<file path="src/inc/sgc_pkg.sv">
/*
  Constants shared by the general configuration and mode register slice.
  Assumes one 10 MHz core clock and a register port driven by the local I2C host logic.
*/
// How it works
// - Back-channel CRC errors are counted only while general config bit 7 is set.
// - Forward-channel parity is generated only while general config bit 6 is set.
// - General config bit 5 holds the CRC error counters at zero until cleared.
// - With bits 4 and 2 set, remote writes are acknowledged at once by the device.
// - Auto-acknowledge acts only while the serial link reports lock.
// - Auto-acknowledged writes still go out, those for the deserializer addressed to the identifier at 0x06.
// - Pass-all bit 3 extends auto-acknowledged forwarding to any remote target.
// - With bit 1 set, the PLL clock source comes from the 0x35 register value.
// - With bit 1 clear, the PLL clock source follows the mode pin alone.
// - Bit 0 picks rising (1) or falling (0) pixel clock edge for sampling.
// - Mode select bit 5 makes the local mode setting win over received bits.
// - Mode select bit 4 reads 1 while the received mode information is current.
// - Mode select bit 3 reads 1 exactly when 12-bit high-frequency mode applies.
// - Mode select bit 2 reads 1 exactly when 10-bit mode applies.
// - The remote identifier loads from the back channel under lock unless frozen.
package sgc_pkg;
  localparam logic [7:0] ADDR_GEN_CFG  = 8'h03;
  localparam logic [7:0] ADDR_RSVD     = 8'h04;
  localparam logic [7:0] ADDR_MODE_SEL = 8'h05;
  localparam logic [7:0] ADDR_DES_ID   = 8'h06;

  localparam int GC_CRC_EN    = 7;
  localparam int GC_PARITY_EN = 6;
  localparam int GC_CRC_CLR   = 5;
  localparam int GC_AUTO_ACK  = 4;
  localparam int GC_PASS_ALL  = 3;
  localparam int GC_FWD_EN    = 2;
  localparam int GC_PLL_OVR   = 1;
  localparam int GC_EDGE_SEL  = 0;

  localparam int MS_OVERRIDE  = 5;
  localparam int MS_CURRENT   = 4;
  localparam int MS_MODE12    = 3;
  localparam int MS_MODE10    = 2;

  localparam int DI_FREEZE    = 0;

  localparam logic [7:0] GEN_CFG_RST  = 8'hC5;
  localparam logic [7:0] GEN_CFG_MASK = 8'hFF;
  localparam logic [7:0] MODE_WR_MASK = 8'h20;
  localparam logic [7:0] DES_ID_RST   = 8'h00;
  localparam logic [7:0] ZERO_BYTE    = 8'h00;

  localparam int CRC_CNT_W = 16;
  localparam int PIX_W     = 12;
  localparam int ID_W      = 7;
endpackage

</file>
<file path="src/sgc_config_regs.sv">
/*
  General configuration and mode select register slice of the serializer.
  Assumes the local I2C host logic presents one-cycle read and write strobes,
  and that back-channel and forwarding logic share the core clock.
*/
`timescale 1ns/1ns
module sgc_config_regs
  import sgc_pkg::*;
(
  input  wire logic                 MCLK_I,
  input  wire logic                 SYS_RST_I,
  input  wire logic [7:0]           REG_ADDR_I,
  input  wire logic [7:0]           REG_WDATA_I,
  input  wire logic                 REG_WR_I,
  input  wire logic                 REG_RD_I,
  output logic      [7:0]           REG_RDATA_O,
  output logic                      REG_ACK_O,
  input  wire logic                 LINK_LOCK_I,
  input  wire logic                 BC_CRC_ERR_I,
  output logic      [CRC_CNT_W-1:0] CRC_ERR_CNT_O,
  output logic                      CRC_CHECK_EN_O,
  output logic                      PARITY_EN_O,
  input  wire logic                 REM_WR_REQ_I,
  input  wire logic                 REM_WR_TO_DES_I,
  input  wire logic [ID_W-1:0]      REM_WR_ADDR_I,
  output logic                      AUTO_ACK_O,
  output logic                      FWD_O,
  output logic      [ID_W-1:0]      FWD_ADDR_O,
  input  wire logic                 MODE_PIN_I,
  input  wire logic                 PLL_SRC_REG_I,
  output logic                      PLL_SRC_O,
  input  wire logic                 PCLK_I,
  input  wire logic [PIX_W-1:0]     PIX_DATA_I,
  output logic      [PIX_W-1:0]     PIX_O,
  output logic                      PIX_STB_O,
  input  wire logic                 BC_MODE_VALID_I,
  input  wire logic                 BC_MODE12_I,
  input  wire logic                 BC_MODE10_I,
  input  wire logic                 LOCAL_MODE12_I,
  input  wire logic                 LOCAL_MODE10_I,
  output logic                      MODE12_O,
  output logic                      MODE10_O,
  input  wire logic                 BC_DES_ID_VALID_I,
  input  wire logic [ID_W-1:0]      BC_DES_ID_I
);
  logic [7:0]           gen_cfg_r;
  logic                 mode_ovr_r;
  logic                 rem12_r;
  logic                 rem10_r;
  logic                 fresh_r;
  logic [ID_W-1:0]      des_id_r;
  logic                 freeze_r;
  logic [CRC_CNT_W-1:0] crc_cnt_r;
  logic                 lock_s1_r;
  logic                 lock_s;
  logic                 mode_s1_r;
  logic                 mode_s;
  logic [7:0]           rd_nxt;
  logic                 auto_ok;
  logic                 wr_gc;
  logic                 wr_ms;
  logic                 wr_di;

  assign wr_gc = REG_WR_I && (REG_ADDR_I == ADDR_GEN_CFG);
  assign wr_ms = REG_WR_I && (REG_ADDR_I == ADDR_MODE_SEL);
  assign wr_di = REG_WR_I && (REG_ADDR_I == ADDR_DES_ID);

  // Lock and mode pin come from outside the core domain.
  always_ff @(posedge MCLK_I) begin
    if (SYS_RST_I) begin
      lock_s1_r <= 1'b0;
      lock_s    <= 1'b0;
      mode_s1_r <= 1'b0;
      mode_s    <= 1'b0;
    end else begin
      lock_s1_r <= LINK_LOCK_I;
      lock_s    <= lock_s1_r;
      mode_s1_r <= MODE_PIN_I;
      mode_s    <= mode_s1_r;
    end
  end

  // Writes land in one core cycle and are always acknowledged, so the bus never waits.
  always_ff @(posedge MCLK_I) begin
    if (SYS_RST_I) begin
      gen_cfg_r  <= GEN_CFG_RST;
      mode_ovr_r <= 1'b0;
    end else begin
      if (wr_gc) begin
        gen_cfg_r <= REG_WDATA_I & GEN_CFG_MASK;
      end
      if (wr_ms) begin
        mode_ovr_r <= REG_WDATA_I[MS_OVERRIDE];
      end
    end
  end

  // Software writes win over a back-channel load in the same cycle.
  always_ff @(posedge MCLK_I) begin
    if (SYS_RST_I) begin
      des_id_r <= DES_ID_RST[7:1];
      freeze_r <= DES_ID_RST[DI_FREEZE];
    end else if (wr_di) begin
      des_id_r <= REG_WDATA_I[7:1];
      freeze_r <= REG_WDATA_I[DI_FREEZE];
    end else if (BC_DES_ID_VALID_I && lock_s && !freeze_r) begin
      des_id_r <= BC_DES_ID_I;
    end
  end

  always_ff @(posedge MCLK_I) begin
    if (SYS_RST_I) begin
      crc_cnt_r <= '0;
    end else if (gen_cfg_r[GC_CRC_CLR]) begin
      crc_cnt_r <= '0;
    end else if (gen_cfg_r[GC_CRC_EN] && BC_CRC_ERR_I && (crc_cnt_r != '1)) begin
      crc_cnt_r <= crc_cnt_r + 1'b1;
    end
  end

  // A report is taken only under lock; one arriving after a lock loss is dropped and fresh_r clears.
  always_ff @(posedge MCLK_I) begin
    if (SYS_RST_I) begin
      rem12_r <= 1'b0;
      rem10_r <= 1'b0;
      fresh_r <= 1'b0;
    end else if (BC_MODE_VALID_I && lock_s) begin
      rem12_r <= BC_MODE12_I;
      rem10_r <= BC_MODE10_I;
      fresh_r <= 1'b1;
    end else if (!lock_s) begin
      fresh_r <= 1'b0;
    end
  end

  always_ff @(posedge MCLK_I) begin
    if (SYS_RST_I) begin
      MODE12_O <= 1'b0;
      MODE10_O <= 1'b0;
    end else begin
      MODE12_O <= mode_ovr_r ? LOCAL_MODE12_I : rem12_r;
      MODE10_O <= mode_ovr_r ? LOCAL_MODE10_I : rem10_r;
    end
  end

  assign auto_ok = gen_cfg_r[GC_AUTO_ACK] && lock_s && gen_cfg_r[GC_FWD_EN] &&
                   (REM_WR_TO_DES_I || gen_cfg_r[GC_PASS_ALL]);

  always_ff @(posedge MCLK_I) begin
    if (SYS_RST_I) begin
      AUTO_ACK_O <= 1'b0;
      FWD_O      <= 1'b0;
      FWD_ADDR_O <= '0;
    end else begin
      AUTO_ACK_O <= REM_WR_REQ_I && auto_ok;
      FWD_O      <= REM_WR_REQ_I && gen_cfg_r[GC_FWD_EN];
      if (REM_WR_REQ_I) begin
        FWD_ADDR_O <= REM_WR_TO_DES_I ? des_id_r : REM_WR_ADDR_I;
      end
    end
  end

  always_ff @(posedge MCLK_I) begin
    if (SYS_RST_I) begin
      PLL_SRC_O      <= 1'b0;
      CRC_CHECK_EN_O <= 1'b0;
      PARITY_EN_O    <= 1'b0;
    end else begin
      PLL_SRC_O      <= gen_cfg_r[GC_PLL_OVR] ? PLL_SRC_REG_I : mode_s;
      CRC_CHECK_EN_O <= gen_cfg_r[GC_CRC_EN];
      PARITY_EN_O    <= gen_cfg_r[GC_PARITY_EN];
    end
  end

  assign CRC_ERR_CNT_O = crc_cnt_r;

  always_comb begin
    rd_nxt = ZERO_BYTE;
    case (REG_ADDR_I)
      ADDR_GEN_CFG: begin
        rd_nxt = gen_cfg_r;
      end
      ADDR_MODE_SEL: begin
        rd_nxt[MS_OVERRIDE] = mode_ovr_r;
        rd_nxt[MS_CURRENT]  = fresh_r;
        rd_nxt[MS_MODE12]   = MODE12_O;
        rd_nxt[MS_MODE10]   = MODE10_O;
      end
      ADDR_DES_ID: begin
        rd_nxt = {des_id_r, freeze_r};
      end
      default: begin
        rd_nxt = ZERO_BYTE;
      end
    endcase
  end

  always_ff @(posedge MCLK_I) begin
    if (SYS_RST_I) begin
      REG_RDATA_O <= ZERO_BYTE;
      REG_ACK_O   <= 1'b0;
    end else begin
      REG_ACK_O <= REG_RD_I || REG_WR_I;
      if (REG_RD_I) begin
        REG_RDATA_O <= rd_nxt;
      end
    end
  end

  sgc_pix_sampler u_pix (
    .clk_i      (MCLK_I),
    .rst_i      (SYS_RST_I),
    .pclk_i     (PCLK_I),
    .pdata_i    (PIX_DATA_I),
    .rise_sel_i (gen_cfg_r[GC_EDGE_SEL]),
    .pix_o      (PIX_O),
    .pix_stb_o  (PIX_STB_O)
  );
endmodule

</file>
<file path="src/sgc_pix_sampler.sv">
/*
  Pixel input sampler: brings the pixel clock and pixel bus into the core domain.
  Assumes the pixel clock is much slower than the core clock and the bus is stable
  around the chosen edge.
*/
`timescale 1ns/1ns
module sgc_pix_sampler
  import sgc_pkg::*;
(
  input  wire logic             clk_i,
  input  wire logic             rst_i,
  input  wire logic             pclk_i,
  input  wire logic [PIX_W-1:0] pdata_i,
  input  wire logic             rise_sel_i,
  output logic      [PIX_W-1:0] pix_o,
  output logic                  pix_stb_o
);
  logic             pclk_s1_r;
  logic             pclk_s2_r;
  logic             pclk_s3_r;
  logic [PIX_W-1:0] pdat_s1_r;
  logic [PIX_W-1:0] pdat_s2_r;
  logic             edge_hit;

  always_ff @(posedge clk_i) begin
    if (rst_i) begin
      pclk_s1_r <= 1'b0;
      pclk_s2_r <= 1'b0;
      pclk_s3_r <= 1'b0;
      pdat_s1_r <= '0;
      pdat_s2_r <= '0;
    end else begin
      pclk_s1_r <= pclk_i;
      pclk_s2_r <= pclk_s1_r;
      pclk_s3_r <= pclk_s2_r;
      pdat_s1_r <= pdata_i;
      pdat_s2_r <= pdat_s1_r;
    end
  end

  // Data and clock share the same synchroniser depth, so the edge lines up with its data.
  assign edge_hit = rise_sel_i ? (pclk_s2_r & ~pclk_s3_r)
                               : (~pclk_s2_r & pclk_s3_r);

  always_ff @(posedge clk_i) begin
    if (rst_i) begin
      pix_o     <= '0;
      pix_stb_o <= 1'b0;
    end else begin
      pix_stb_o <= edge_hit;
      if (edge_hit) begin
        pix_o <= pdat_s2_r;
      end
    end
  end
endmodule

</file>
<file path="config.mk">
export PLATFORM = sky130hd
export DESIGN_NAME = sgc_config_regs
export DESIGN_NICKNAME = d
export VERILOG_FILES = /design/src/inc/sgc_pkg.sv /design/src/sgc_config_regs.sv /design/src/sgc_pix_sampler.sv
export SDC_FILE = /design/constraint.sdc
export NUM_CORES = 1
export LEC_CHECK = 0
export ABC_AREA = 1
export ABC_CLOCK_PERIOD_IN_PS = 2800
export BUFFER_PORTS_ARGS = -buffer_cell sky130_fd_sc_hd__clkbuf_2
export CAP_MARGIN = 5
export CORE_ASPECT_RATIO = 1.75
export CORE_UTILIZATION = 48
export DETAILED_ROUTE_END_ITERATION = 6
export GPL_ROUTABILITY_DRIVEN = 0
export PLACE_DENSITY = 0.73
export SYNTH_ARGS = -nofsm -noshare
export SYNTH_HDL_FRONTEND = slang
export SYNTH_HIERARCHICAL = 1
export SYNTH_SLANG_ARGS = --single-unit
</file>
<file path="constraint.sdc">
create_clock -name MCLK_I -period 2.8 [get_ports MCLK_I]
set_input_delay 0.14 -clock MCLK_I [delete_from_list [all_inputs] [get_ports MCLK_I]]
set_output_delay 0.14 -clock MCLK_I [all_outputs]
set_load 0.01 [all_outputs]
</file>
==> flow_summary.toml <==
[die]
dieArea_sq_mm = 0.00944
die_x_microns = 73.9
io_pins = 111
dieHeight_microns = 128
core_sq_mm = 0.00873
start_util_pct = 49.7
rows = 45

[sta]
min_period_ps = 1960
final.setup_skew_ps = 6.06
final_hold_viol_count = 0
fmax_ghz = 0.510
drv_slew = 0
setup-tns-final_ps = 0
rsz0062_at_grt = "false"
setup_slack_ps = 839
setup_viol = 0
tightest_slew_ps = 883
finalCritPeriodShare_pct = 70.0
relSlewSlack_pct = 41.1

[power_and_ir_drop]
power_density_mw_per_mm2 = 582
pwr-share-comb_pct = 7.7
ir_drop_v = 0.000378
p_clk_share_pct = 43.2
power_frac_seq_pct = 49.1
p_int_mw = 2.41
p_leak_nw = 2.70
p_sw_uw = 722
p_sw_share_pct = 23.0

[global_routing]
track_usage_pct = 22.6
grt_pass1_wl_microns = 16400
grt_pass1_vias = 3680
antenna_found_initial = 0
grt_max_degree = 36
overflow = 0

[setup_path]
crit_arrival_ps = 2240
cp_cell_sequence = "ha_1 -> inv_2 -> nor2_4 -> nand2_4 -> nor2_4 -> nor2_2 -> nand2_1 -> nand2_1 -> nand2_1 -> nor2_1"
cpPeakStageDelay_ps = 660
worst_path_max_delay_cell = "nor2_2"
crit_type = "flop to flop"
path_max_fanout = 21
cpMostUsedCell = "nand2_1"
crit_path_end_kind = "flop"
critPathRequiredTime_ps = 3080
start_kind = "flop"

[synth]
synth-edff-count = 0
async_flop_share_pct = 0
yosysWarningCount = 6
ys_seq_elements = 103
ys_seq_area_share_pct = 47.5
avgSynthCellArea_sq_um = 7.33
yosys.cell_types.count = 31
syn_inst = 592
synthFlopType = "dfxtp_1"
synth_fp_nets = 652
syn_area_sq_mm = 0.00434

[clock_network]
clockBufferDepth = 2
ctsHoldBuffers = 14
cts_inserted_buffers = 9
clock_sinks = 103
htreeDepth = 3
post_cts_buffers = 0
cts_root_buffer = "clkbuf_16"
cts_tree = "done"
clk_latency_ps = 340
clk_pin_slew_ps = 70
cts_resized = 0

[route]
vias = 3979
drt.antenna.violating_nets = 0
drt-total-wl_microns = 10000
routed_via_density = 4.79
first_pass_iters = 4
drcViolationCount = 0
wl_per_cell_microns = 12.0
drt_iter0_drc = 223

[finish]
design_area_sq_mm = 0.00538
final_cell_mix = "nand2_1 (113), clkbuf_2 (110), nor2_1 (104), dfxtp_1 (103), inv_1 (92)"
mostFrequentLayoutCell = "nand2_1"
post-route-util_pct = 61.7
drive_above_1_share_pct = 22.3
antenna_cells = 0
fin_nets = 768
area_growth_pct = 24.1

[run_status]
status = "complete, no violations"

[placement]
io_buffers = 110
placed_cell_area_sq_mm = 0.00492
dp_worst_setup_slack_ps = 832
dp_hpwl_microns = 7260

[flow_run]
drv_cap = 0

[worst_hold_path]
hold_path_class = "input pin to flop"
[cell families after synthesis]
logic type,share of synthesized area (%)
XOR/XNOR,1.21
AND/OR/NAND/NOR,29.2
buffers and inverters,11.4
AO/OA/AOI/OAI,10.4
adder cells (fa/ha/maj),0.288
flip-flops,47.5
[state kept, by name (all words and copies together) (netlist names), 7 cells and up]
register,flops
CRC_ERR_CNT_O,16
FWD_ADDR_O,7
REG_RDATA_O,8
des_id_r,7
gen_cfg_r,8
u_pix/pdat_s1_r,12
u_pix/pdat_s2_r,12
u_pix/pix_o,12
[final cells by class]
cell class / instances / area, sq um
inverters: 96 / 360
repair buffers: 126 / 706
clock buffers: 9 / 225
multi-input cells: 372 / 1780
fillers: 813 / 3340
flip-flops and latches: 103 / 2060
well taps: 117 / 146
clock inverters: 7 / 100
[synthesized netlist by cell type, types with 4 or more instances]
cell	count	area [sq um]
a21oi_1	32	160
buf_2	7	35.0
buf_6	5	56.3
clkbuf_1	6	22.5
dfxtp_1	103	2060
inv_1	92	345
inv_2	4	15.0
nand2_1	113	424
nand3_1	40	200
nand3_2	8	80.1
nor2_1	104	390
nor2_2	8	50.1
o211ai_1	12	90.1
o21ai_0	29	145
[final timing paths]
kind / start / end / slack [ps] / cells past startpoint
setup / recovery: CRC_ERR_CNT_O[0] / CRC_ERR_CNT_O[10] / 840 / 10
hold / removal: PIX_DATA_I[0] / u_pix/pdat_s1_r[0] / 20 / 3
setup reg to reg: CRC_ERR_CNT_O[0] / CRC_ERR_CNT_O[10] / 840 / 10
hold reg to reg: u_pix/pdat_s1_r[7] / u_pix/pdat_s2_r[7] / 400 / 2
[critical path, delay by kind of cell, from the launching register on]
| kind | cells | cell delay [ps] |
|---|---|---|
| AND/OR/NAND/NOR | 8 | 1190 |
| flip-flops | 1 | 360 |
| adder cells (fa/ha/maj) | 1 | 260 |
| buffers and inverters | 1 | 80 |
[routing by layer]
metal	up-vias	GRT usage (%)	wire length, microns	share of wire (%)
met1	1782	23.6	3880	39
met5	-	0	0	0
met4	0	13.3	448	4.5
met2	102	40.3	5300	53
li1	2062	-	-	-
met3	33	4.64	359	3.6
[power by group through the flow]
stage	sequential [mW]	combinational [mW]	clock (mW)
after floorplan	1.58	0.126	0
after global placement	1.57	0.222	0
after detailed placement	1.57	0.226	0
after CTS	1.54	0.243	1.38
after global routing	1.54	0.274	1.44
final	1.54	0.241	1.35
[through the flow]
stage	std cells	hold WS (ps)	power, mW
6_report	830	23.1	3.13
3_5_place_dp	800	337	1.80
3_3_place_gp	800	335	1.79
2_1_floorplan	592	247	1.71
5_1_grt	830	19.9	3.26
4_1_cts	830	5.47	3.17
Note: power is estimated with default switching activity, not from simulation.
